**config.mk**
```make
export PLATFORM = sky130hd
export DESIGN_NAME = vout_reference_and_address
export DESIGN_NICKNAME = d
export VERILOG_FILES = /design/src/core/step_timer.v /design/src/core/vout_reference_and_address.v
export VERILOG_INCLUDE_DIRS = /design/src /design/src/inc
export SDC_FILE = /design/constraint.sdc
export NUM_CORES = 1
export LEC_CHECK = 0
export BUFFER_PORTS_ARGS = -buffer_cell sky130_fd_sc_hd__buf_2
export CAP_MARGIN = 20
export CELL_PAD_IN_SITES_DETAIL_PLACEMENT = 1
export CELL_PAD_IN_SITES_GLOBAL_PLACEMENT = 1
export CORE_ASPECT_RATIO = 1.1
export CORE_MARGIN = 8
export CORE_UTILIZATION = 44
export DETAILED_ROUTE_END_ITERATION = 16
export HOLD_SLACK_MARGIN = 0.05
export PLACE_DENSITY_LB_ADDON = 0.12
export SLEW_MARGIN = 20
export SYNTH_ARGS = -nofsm -noshare
export SYNTH_HDL_FRONTEND = slang
export SYNTH_HIERARCHICAL = 1
export SYNTH_SLANG_ARGS = --single-unit
```
**constraint.sdc**
```tcl
create_clock -name clk -period 5.1 [get_ports clk]
set_input_delay 0.255 -clock clk [delete_from_list [all_inputs] [get_ports clk]]
set_output_delay 0.255 -clock clk [all_outputs]
set_load 0.03 [all_outputs]
```
**src/inc/vref_addr_map.vh**
```
`ifndef VREF_ADDR_MAP_VH
`define VREF_ADDR_MAP_VH

// ****************************************************************
// address decode
// ****************************************************************
`define ADDR_UPPER_BITS      4'h4
`define ADDR_GLOBAL          7'h5A
`define RAIL_DIS_BIT         7
`define RAIL_RESET           8'h80

// ****************************************************************
// reference control
// ****************************************************************
`define REF_WIDTH            9
`define REF_RESET            9'h000
`define REF_STEP_PERMIL      2
`define OP_RESET             8'h00
`define OP_ON_BIT            7
`define OP_MARGIN_HI_BIT     5
`define OP_MARGIN_LO_BIT     4
`define OP_VAL_OFF           8'h00
`define OP_VAL_ON            8'h80
`define OP_VAL_MLOW          8'h98
`define OP_VAL_MHIGH         8'hA8
`define CFG_RESET            8'h00
`define SLEW_NOMINAL         2'b00
`define SLEW_SLOW            2'b01
`define SLEW_FAST            2'b10
`define SLEW_ILLEGAL         2'b11

// ****************************************************************
// timing
// ****************************************************************
`define CLK_PERIOD_PS        25000
// 23 %/ms at 0.2 % per step gives one step each 8696 ns
`define DEFAULT_STEP_NS      8696
// 8696 ns over a 25 ns clock, rounded down to 347 cycles
`define DEFAULT_STEP_CYC     24'h00_015B
`define BYPASS_LIMIT_NS      100
`define PERIOD_WIDTH         24

`endif

```
**src/core/step_timer.v**
```verilog
`timescale 1ns/1ps
`include "vref_addr_map.vh"

// counts one step period, scaled by the slew multiplier
module step_timer (
	// clock and reset
	input  wire                       clk,
	input  wire                       arst_n,
	// control
	input  wire                       active,
	input  wire [`PERIOD_WIDTH-1:0]   base_period,
	input  wire [1:0]                 slew_mult,
	// result
	output reg                        tick
);
	reg  [`PERIOD_WIDTH+2:0] cnt_q;
	reg  [`PERIOD_WIDTH+2:0] limit;

	always @* begin
		case (slew_mult)
			`SLEW_SLOW: limit = {base_period, 3'b000};
			`SLEW_FAST: limit = {3'b000, 1'b0, base_period[`PERIOD_WIDTH-1:1]};
			// illegal code falls back to nominal rather than stalling
			default:    limit = {3'b000, base_period};
		endcase
	end

	always @(posedge clk or negedge arst_n) begin
		if (!arst_n) begin
			cnt_q <= {(`PERIOD_WIDTH+3){1'b0}};
			tick  <= 1'b0;
		end else if (!active) begin
			cnt_q <= {(`PERIOD_WIDTH+3){1'b0}};
			tick  <= 1'b0;
		end else if (cnt_q + 1'b1 >= limit) begin
			cnt_q <= {(`PERIOD_WIDTH+3){1'b0}};
			tick  <= 1'b1;
		end else begin
			cnt_q <= cnt_q + 1'b1;
			tick  <= 1'b0;
		end
	end
endmodule // step_timer

```
**src/core/vout_reference_and_address.v**
```verilog
`timescale 1ns/1ps
`include "vref_addr_map.vh"

// What this block does
// RULE_01: upper four address bits fixed 0100
// RULE_02: strap gives low three address bits
// RULE_03: also answer global address 0x5A
// RULE_04: also answer shared rail address
// RULE_05: strap sampled at power-on, run, on edges
// RULE_06: nine-bit reference, 0.2 percent per code
// RULE_07: operation bits 5:4 choose reference source
// RULE_08: both margin bits high keeps normal setting
// RULE_09: reference steps toward target one code
// RULE_10: step time scaled by multiplier and capacitor
// RULE_11: open capacitor pin gives 23 percent/ms
// RULE_12: capacitor tied high jumps at once
// RULE_13: operation values off, on, margin low, high
// RULE_14: config bits 1:0 pick slew multiplier
// RULE_15: rail address enabled only while bit7 low
// RULE_16: compare all addresses in parallel
// RULE_17: step counter advances reference to target
module vout_reference_and_address #(
	parameter [`PERIOD_WIDTH-1:0] DEFAULT_STEP_CYCLES = `DEFAULT_STEP_CYC
) (
	// clock and reset
	input  wire                     clk,
	input  wire                     arst_n,
	// pins from outside the clock domain
	input  wire [2:0]               addr_strap_pin,
	input  wire                     run_pin,
	input  wire                     slew_cap_open,
	input  wire                     slew_cap_bypass,
	// capacitor derived step period in clock cycles
	input  wire [`PERIOD_WIDTH-1:0] slew_cap_period,
	// settings written by the bus engine
	input  wire [7:0]               operation_setting,
	input  wire [8:0]               vout_reference_setting,
	input  wire [8:0]               margin_low_setting,
	input  wire [8:0]               margin_high_setting,
	input  wire [7:0]               vendor_config_setting,
	input  wire [7:0]               shared_rail_address,
	// address decode
	input  wire [6:0]               rx_address,
	output wire                     addr_match,
	output reg  [6:0]               own_address,
	// reference
	output reg  [8:0]               ref_present,
	output reg  [8:0]               ref_target,
	output wire                     output_on,
	output wire                     slewing
);
	// ****************************************************************
	// constants
	// ****************************************************************
	localparam       NUM_CAND   = 3;
	localparam [1:0] SRC_NORMAL = 2'b00;
	localparam [1:0] SRC_LOW    = 2'b01;
	localparam [1:0] SRC_HIGH   = 2'b10;

	// ****************************************************************
	// pin synchronisers
	// ****************************************************************
	reg  [2:0] strap_s1_q;
	reg  [2:0] strap_s2_q;
	reg  [2:0] flag_s1_q;
	reg  [2:0] flag_s2_q;

	always @(posedge clk or negedge arst_n) begin
		if (!arst_n) begin
			strap_s1_q <= 3'h0;
			strap_s2_q <= 3'h0;
		end else begin
			strap_s1_q <= addr_strap_pin;
			strap_s2_q <= strap_s1_q;
		end
	end

	always @(posedge clk or negedge arst_n) begin
		if (!arst_n) begin
			flag_s1_q <= 3'h0;
			flag_s2_q <= 3'h0;
		end else begin
			flag_s1_q <= {slew_cap_bypass, slew_cap_open, run_pin};
			flag_s2_q <= flag_s1_q;
		end
	end

	wire run_s     = flag_s2_q[0];
	wire cap_open  = flag_s2_q[1];
	wire cap_bypas = flag_s2_q[2];

	// ****************************************************************
	// strap capture
	// ****************************************************************
	reg  [1:0] por_q;
	reg        run_d1_q;
	reg        on_d1_q;
	reg        init_q;
	wire       por_done;
	wire       run_rise;
	wire       on_rise;

	assign output_on = operation_setting[`OP_ON_BIT];

	// power-on capture waits until the strap has crossed both
	// synchroniser stages, so their reset value is never taken
	always @(posedge clk or negedge arst_n) begin
		if (!arst_n) begin
			por_q <= 2'b00;
		end else begin
			por_q <= {por_q[0], 1'b1};
		end
	end

	assign por_done = por_q[0] & ~por_q[1]; // RULE_05
	assign run_rise = run_s & ~run_d1_q; // RULE_05
	assign on_rise  = output_on & ~on_d1_q; // RULE_05

	always @(posedge clk or negedge arst_n) begin
		if (!arst_n) begin
			run_d1_q <= 1'b0;
			on_d1_q  <= 1'b0;
			init_q   <= 1'b0;
		end else begin
			run_d1_q <= run_s;
			on_d1_q  <= output_on;
			init_q   <= por_done | run_rise | on_rise; // RULE_05
		end
	end

	// the strap is looked at only on init_q; other pin moves are ignored
	always @(posedge clk or negedge arst_n) begin
		if (!arst_n) begin
			own_address <= {`ADDR_UPPER_BITS, 3'h0};
		end else if (init_q) begin
			own_address <= {`ADDR_UPPER_BITS, strap_s2_q}; // RULE_01 RULE_02
		end
	end

	// ****************************************************************
	// address decode
	// ****************************************************************
	// entry 0 strapped, 1 global, 2 shared rail; all compared at once
	wire [6:0]          cand_addr [0:NUM_CAND-1];
	wire [NUM_CAND-1:0] cand_en;
	wire [NUM_CAND-1:0] cand_hit;
	wire                rail_en;

	assign rail_en      = ~shared_rail_address[`RAIL_DIS_BIT]; // RULE_15
	assign cand_addr[0] = own_address;
	assign cand_addr[1] = `ADDR_GLOBAL; // RULE_03
	assign cand_addr[2] = shared_rail_address[6:0]; // RULE_04
	assign cand_en      = {rail_en, 1'b1, 1'b1};

	genvar g;
	generate
		for (g = 0; g < NUM_CAND; g = g + 1) begin : g_cand
			assign cand_hit[g] = cand_en[g] & (rx_address == cand_addr[g]);
		end
	endgenerate

	assign addr_match = |cand_hit; // RULE_16

	// ****************************************************************
	// target selection
	// ****************************************************************
	// only the margin field matters; on/off leaves the reference alone
	wire [1:0] margin_sel;
	reg  [8:0] target_d;

	assign margin_sel = {operation_setting[`OP_MARGIN_HI_BIT],
		operation_setting[`OP_MARGIN_LO_BIT]};

	always @* begin
		case (margin_sel) // RULE_07 RULE_13
			SRC_LOW:    target_d = margin_low_setting;
			SRC_HIGH:   target_d = margin_high_setting;
			SRC_NORMAL: target_d = vout_reference_setting; // RULE_06
			// both margin bits set is refused: stay on the normal setting
			default:    target_d = vout_reference_setting; // RULE_08
		endcase
	end

	// ****************************************************************
	// slew stepper
	// ****************************************************************
	wire [1:0]               slew_mult;
	wire [`PERIOD_WIDTH-1:0] base_period;
	wire                     step_tick;
	wire                     step_up;
	wire                     step_down;

	assign slew_mult   = vendor_config_setting[1:0]; // RULE_14
	// an open pin falls back to the built-in rate; bypass wins over open
	assign base_period = cap_open ? DEFAULT_STEP_CYCLES // RULE_11
		: slew_cap_period;
	assign slewing     = (ref_present != ref_target);
	assign step_up     = step_tick & (ref_present < ref_target);
	assign step_down   = step_tick & (ref_present > ref_target);

	step_timer u_step_timer (
		.clk         (clk),
		.arst_n      (arst_n),
		.active      (slewing & ~cap_bypas),
		.base_period (base_period),
		.slew_mult   (slew_mult),
		.tick        (step_tick)
	); // RULE_10

	// the target follows the settings one edge late
	always @(posedge clk or negedge arst_n) begin
		if (!arst_n) begin
			ref_target <= `REF_RESET;
		end else begin
			ref_target <= target_d; // RULE_09
		end
	end

	// bypass skips the timer and lands on the target at the next edge
	always @(posedge clk or negedge arst_n) begin
		if (!arst_n) begin
			ref_present <= `REF_RESET;
		end else if (cap_bypas) begin
			ref_present <= ref_target; // RULE_12
		end else if (step_up) begin
			ref_present <= ref_present + 9'h001; // RULE_17 RULE_09
		end else if (step_down) begin
			ref_present <= ref_present - 9'h001; // RULE_17 RULE_09
		end
	end
endmodule // vout_reference_and_address

```
After elaboration in Yosys (flattened, before gate mapping) --
Cells that the tools add are included.
Storage, ports and cells: bits of input ports 90, bits in latches 0, memories kept 0, register bits after elaboration 66, output and inout port bits 28, bits in writable memories 0, bits in read-only memories 0
Operators by class: $add $sub $neg 3, reductions and logical operators 2, divide/modulo/power cells 0, muxes and demuxes 10, $mul 0, bitwise logic cells 14, order comparisons 3, shifts and indexed selects 0, equal/unequal tests 8
Operators with widths (number):
- 27-bit two-way mux | 2
- 27-bit one-hot mux with 2 select lines | 1
- 27-bit by 1-bit adder with 27-bit output (second input constant) | 1
- 27-bit >= comparator | 1
- 9-bit two-way mux | 3
- 24-bit two-way mux | 1
- 9-bit one-hot mux with 2 select lines | 1
- 9-bit by 1-bit adder with 9-bit output (second input constant) | 1
- 9-bit greater-than comparator | 1
- 9-bit < comparator | 1
- 9-bit inequality test | 1
- 9-bit by 1-bit subtractor with 9-bit output (second input constant) | 1
- 1-bit AND | 7
- 7-bit by 6-bit equality test with 1-bit output | 1
- 7-bit equality test | 1
- 7-bit equality test (second input constant) | 1
- 1-bit inverter | 5
- 2-bit by 1-bit equality test with 1-bit output (second input constant) | 2
- 2-bit equality test (second input constant) | 2
- 3-bit nonzero test | 1
- 3-bit OR reduction | 1
- 1-bit two-way mux | 2
- 1-bit bitwise OR | 2

Logic depth before layout (Yosys ltp) --
word-level depth 5, depth in mapped cells 14, depth with buffers taken out 13

Cells and area by module --
The synthesis kept the hierarchy.
Modules (own cells, without submodules):
- step_timer | cells an instance 290, seq. area each 700.7 µm², area each 2471.1 µm², times used 1
- vout_reference_and_address | cells an instance 241, seq. area each 950.9 µm², area each 2352.3 µm², times used 1

Worst setup path after synthesis --
No wires, ideal clock.
path type register to register, start point register ref_target[6], end point register ref_present[6], library setup time 125 ps, stages on the path, launching flop included 14, clock period less this slack 3330 ps, path slack 1770 ps, required time 4975 ps, arrival 3205 ps, cell sequence dfrtp_1 -> inv_1 -> ha_1 -> and4_4 -> and3b_4 -> a211oi_4 -> inv_1 -> fa_1 -> a21oi_1 -> o211ai_1 -> or3_1 -> a21oi_1 -> a21oi_1 -> mux2_4
Between the ends: longest elaborated chain between the ends 4
Ends and longest elaborated chain:
- from (decl) | RTL line vout_reference_and_address.v:48 | output reg [8:0] ref_target,
- from (signal assigned) | RTL line vout_reference_and_address.v:213 | ref_target <= `REF_RESET;
- from (signal assigned) | RTL line vout_reference_and_address.v:215 | ref_target <= target_d;
- 9-bit < comparator | RTL line vout_reference_and_address.v:198 | assign step_up = step_tick & (ref_present < ref_target);
- 1-bit AND | RTL line vout_reference_and_address.v:198
- 9-bit two-way mux | RTL line vout_reference_and_address.v:225 | end else if (step_up) begin
- 9-bit two-way mux | RTL line vout_reference_and_address.v:223 | end else if (cap_bypas) begin
- to (signal assigned) | RTL line vout_reference_and_address.v:222 | ref_present <= `REF_RESET;
- to (signal assigned) | RTL line vout_reference_and_address.v:224 | ref_present <= ref_target;
- to (signal assigned) | RTL line vout_reference_and_address.v:226 | ref_present <= ref_present + 9'h001;
- to (decl) | RTL line vout_reference_and_address.v:47 | output reg [8:0] ref_present,
Several ways; a longest one is shown, not always the timed one. A chain may end at the register's enable or synchronous reset.

Final worst setup path --
start point register u_step_timer.cnt_q[9], end point register u_step_timer.cnt_q[20]
Between the ends: longest elaborated chain between the ends 4
Ends and longest elaborated chain:
- from (decl) | RTL line step_timer.v:16 | reg [`PERIOD_WIDTH+2:0] cnt_q;
- from (signal assigned) | RTL line step_timer.v:30 | cnt_q <= {(`PERIOD_WIDTH+3){1'b0}};
- from (signal assigned) | RTL line step_timer.v:33 | cnt_q <= {(`PERIOD_WIDTH+3){1'b0}};
- from (signal assigned) | RTL line step_timer.v:36 | cnt_q <= {(`PERIOD_WIDTH+3){1'b0}};
- 27-bit by 1-bit adder with 27-bit output * | RTL line step_timer.v:35, step_timer.v:39
- 27-bit >= comparator | RTL line step_timer.v:35 | end else if (cnt_q + 1'b1 >= limit) begin
- 27-bit two-way mux * | RTL line step_timer.v:35
- 27-bit two-way mux * | RTL line step_timer.v:32 | end else if (!active) begin
Mark *: on every way between the ends. The rest lies on a longest branch, timed or not.

==> impl_metrics.json <==
{
  "outcome": "complete, no violations",
  "worst-path-buf-inv": 1,
  "p_per_area_nw_per_um2": 335,
  "final_nets": 769,
  "syn_inst": 531,
  "fillCellCount": 1328,
  "grt_max_degree": 67,
  "p_comb_share_pct": 33.0,
  "area_growth_pct": 20.8,
  "vias_per_cell": 5.52,
  "fp-row-count": 40,
  "yosys_register_bits": 66,
  "netlist_top_cells_area": "dfrtp_1, ha_1, a22oi_1",
  "place_congestion": 0.795,
  "htreeDepth": 3,
  "endpoint_kind": "register",
  "maxCapViolations": 0,
  "port_buffers": 102,
  "antenna_left": 0,
  "overflow": 0,
  "cts_hold_buffers": 7,
  "fp.coreArea_sq_um": 10800,
  "clock-root-buffer": "clkbuf_16",
  "hold_class": "input port to asynchronous set/reset pin",
  "wl_um": 13800,
  "finalHoldViolations": 0,
  "io_pins": 118,
  "ctsResizeCount": 0,
  "finalSetupViolCount": 0,
  "die_w_um": 116,
  "finalClockSkew_ns": 0.00736,
  "grt_pass1_vias": 4756,
  "p_seq_share_pct": 32.3,
  "initial_utilization_pct": 44.6,
  "clkTransAtPathRegs_ns": 0.06,
  "drive_above_1_share_pct": 23.8,
  "synthArstFlopShare_pct": 100,
  "power.leakage_uw": 0.00271,
  "start_kind": "register",
  "drtPass1Iterations": 4,
  "n_antenna_cell": 0,
  "crit_fanout": 27,
  "syn_area_sq_um": 4820,
  "crit_arrival_ns": 3.94,
  "clkSinkCount": 66,
  "fin_crit_sh_pct": 73.4,
  "design_area_sq_um": 5820,
  "tightestPinTransition_ns": 0.881,
  "finish.utilization_pct": 53.9,
  "cts_tree": "built",
  "dieArea_sq_um": 14600,
  "routedWlPerCell_um": 17.6,
  "pwr-share-clk_pct": 34.7,
  "p_int_uw": 1270,
  "yosys_warnings": 6,
  "synth_top_area_share_pct": 34.2,
  "cts.path.max_buffers": 2,
  "grt_first_pass_wirelength_um": 23000,
  "clk_latency_ns": 0.33,
  "tns_ns": 0,
  "num_vias": 4320,
  "ir_worst_vdd_uv": 290,
  "ys.flop_type": "dfrtp_1",
  "power_switching_uw": 684,
  "cpLargestDelayFamily": "simple AND/OR/NAND/NOR gates",
  "drc_errors": 0,
  "grtUsageTotal_pct": 19.5,
  "post-route-min-period_ns": 3.75,
  "seq_area_frac_synth_pct": 34.2,
  "die_y_um": 126,
  "swShare_pct": 35.1,
  "cpMaxStageDelayCell": "nor4_2",
  "synth.largest_area_cell": "dfrtp_1",
  "drtIter0Drc": 191,
  "fmax_mhz": 267,
  "cpPeakStageDelay_ns": 0.66,
  "antenna_found_initial": 0,
  "cts_buffers": 9,
  "hpwlAfterDp_um": 10700,
  "crit_top_cell": "nand4_1",
  "post_cts_buffers": 0,
  "maxSlewHeadroom_pct": 41.3,
  "maxSlewViolCount": 0,
  "crit_required_ns": 5.30,
  "worst-setup-path-type": "register to register",
  "avgSynthCellArea_sq_um": 9.08,
  "rsz0062_at_grt": "false",
  "synth-edff-count": 0,
  "dpl_cell_area_sq_um": 5430,
  "critical_path.cell_chain": "nand4_1 > nor4_2 > nand4_1 > xnor2_1 > ha_1 > nand4_1 > nor4_1 > a22oi_1 > nand4_1 > buf_4 > nor3b_1",
  "synth_cell_types": 59
}
[layer usage]
metal | GRT usage [%] | routed length (um)
met1 | 23.0 | 5830
met2 | 32.9 | 6740
met3 | 5.26 | 922
met4 | 6.88 | 263
met5 | 0 | 0
[cell usage after synthesis (all sizes together), types with 5 or more instances]
library cell and number:
xnor2 26, nand2 40, nor2b 19, a22oi 31, o21ai 31, nor3 7
dfrtp 66, nand4 15, and3 5, buf 10, nor4 6, clkbuf 18
inv 23, a21oi 43, ha 48, nor2 38, mux2 5, nand3 15
xor2 13, nor3b 26, a211oi 5, or2 6
[path summary, 6_finish.rpt]
kind / slack [ns] / cells past startpoint / end / from
min in group clk: 0.14 / 3 / ref_target[2]$_DFF_PN0_ / vout_reference_setting[2]
min: 0.09 / 2 / ref_present[3]$_DFFE_PN0P_ / arst_n
min reg2reg: 0.35 / 0 / strap_s2_q[1]$_DFF_PN0_ / strap_s1_q[1]$_DFF_PN0_
max: 1.35 / 11 / u_step_timer/cnt_q[20]$_DFF_PN0_ / u_step_timer/cnt_q[9]$_DFF_PN0_
max reg2reg: 1.35 / 11 / u_step_timer/cnt_q[20]$_DFF_PN0_ / u_step_timer/cnt_q[9]$_DFF_PN0_
max in group asynchronous: 4.43 / 2 / u_step_timer/cnt_q[11]$_DFF_PN0_ / arst_n
[cell families (layout without fill, tap and decap cells)]
| group | Yosys count | in the layout | synth area share, % |
|---|---|---|---|
| buf+inv | 51 | 152 | 4.51 |
| simple gates | 192 | 192 | 23.0 |
| xor+xnor | 39 | 39 | 7.08 |
| fa+ha+maj | 49 | 49 | 12.9 |
| mux | 6 | 6 | 1.61 |
| compound gates | 126 | 126 | 16.5 |
| other cells | 2 | 5 | 0.156 |
| flops | 66 | 66 | 34.2 |
[worst reg2reg max path: stages, from the launching register on]
cell	delay [ns]
dfrtp_1	0.40
nand4_1	0.25
nor4_2	0.67
nand4_1	0.26
xnor2_1	0.23
ha_1	0.35
nand4_1	0.18
nor4_1	0.51
a22oi_1	0.22
nand4_1	0.13
buf_4	0.31
nor3b_1	0.12
[cells in the final DEF (no fill, tap or decap), types with 2 or more instances in the layout]
cell type and count:
a22oi_1 31, inv_6 2, nor3b_1 24, o221ai_1 2, nor4_2 4, nand2b_1 4
dlygate4sd3_1 7, a211oi_1 2, o21ai_0 29, mux2_2 2, clkinvlp_4 2, and3_1 5
nand3_1 15, xor2_1 13, and4_4 2, a211oi_2 2, xnor2_1 26, o21a_1 2
nor4_1 2, or2_2 6, clkbuf_16 9, buf_4 4, ha_1 48, nor3b_2 2
o21bai_1 3, a21oi_1 43, nor3_1 5, dfrtp_1 66, mux2_4 3, buf_2 102
conb_1 5, bufinv_16 2, nand4_1 14, inv_1 23, nand2_1 40, and4_1 2
nor2_1 38, nor2b_1 19
[sequential cells by signal, indices dropped and copies added, names as in the netlist]
name and count:
flag_s1_q 3, flag_s2_q 3, init_q 1, on_d1_q 1, own_address 3, por_q 2
ref_present 9, ref_target 9, run_d1_q 1, strap_s1_q 3, strap_s2_q 3, u_step_timer/cnt_q 27
u_step_timer/tick 1
[power by group through the flow]
| stage | logic, uW | clock network, uW | registers [uW] |
|---|---|---|---|
| global placement | 602 | 0 | 636 |
| floorplan | 390 | 0 | 692 |
| finish | 643 | 676 | 630 |
| global route | 716 | 714 | 636 |
| CTS | 649 | 694 | 630 |
| detailed placement | 636 | 0 | 638 |
[layout make-up]
cell class	instances	area [sq um]	area share [%]
Tap cell	147	184	3.16
Timing Repair Buffer	113	611	10.5
Inverter	23	86.3	1.48
Sequential cell	66	1650	28.4
Multi-Input combinational cell	417	2970	50.9
Clock buffer	9	225	3.87
Clock inverter	7	101	1.74
[metrics by stage]
stage	std cells	worst slack (ns)	hold WS, ns	power (uW)
finish	782	1.35	0.0943	1950
global route	782	1.08	0.136	2070
CTS	782	1.31	0.127	1970
detailed placement	759	1.35	0.336	1270
global placement	759	1.57	0.333	1240
floorplan	534	1.77	-0.0406	1080
(Power assumes the default switching activity.)
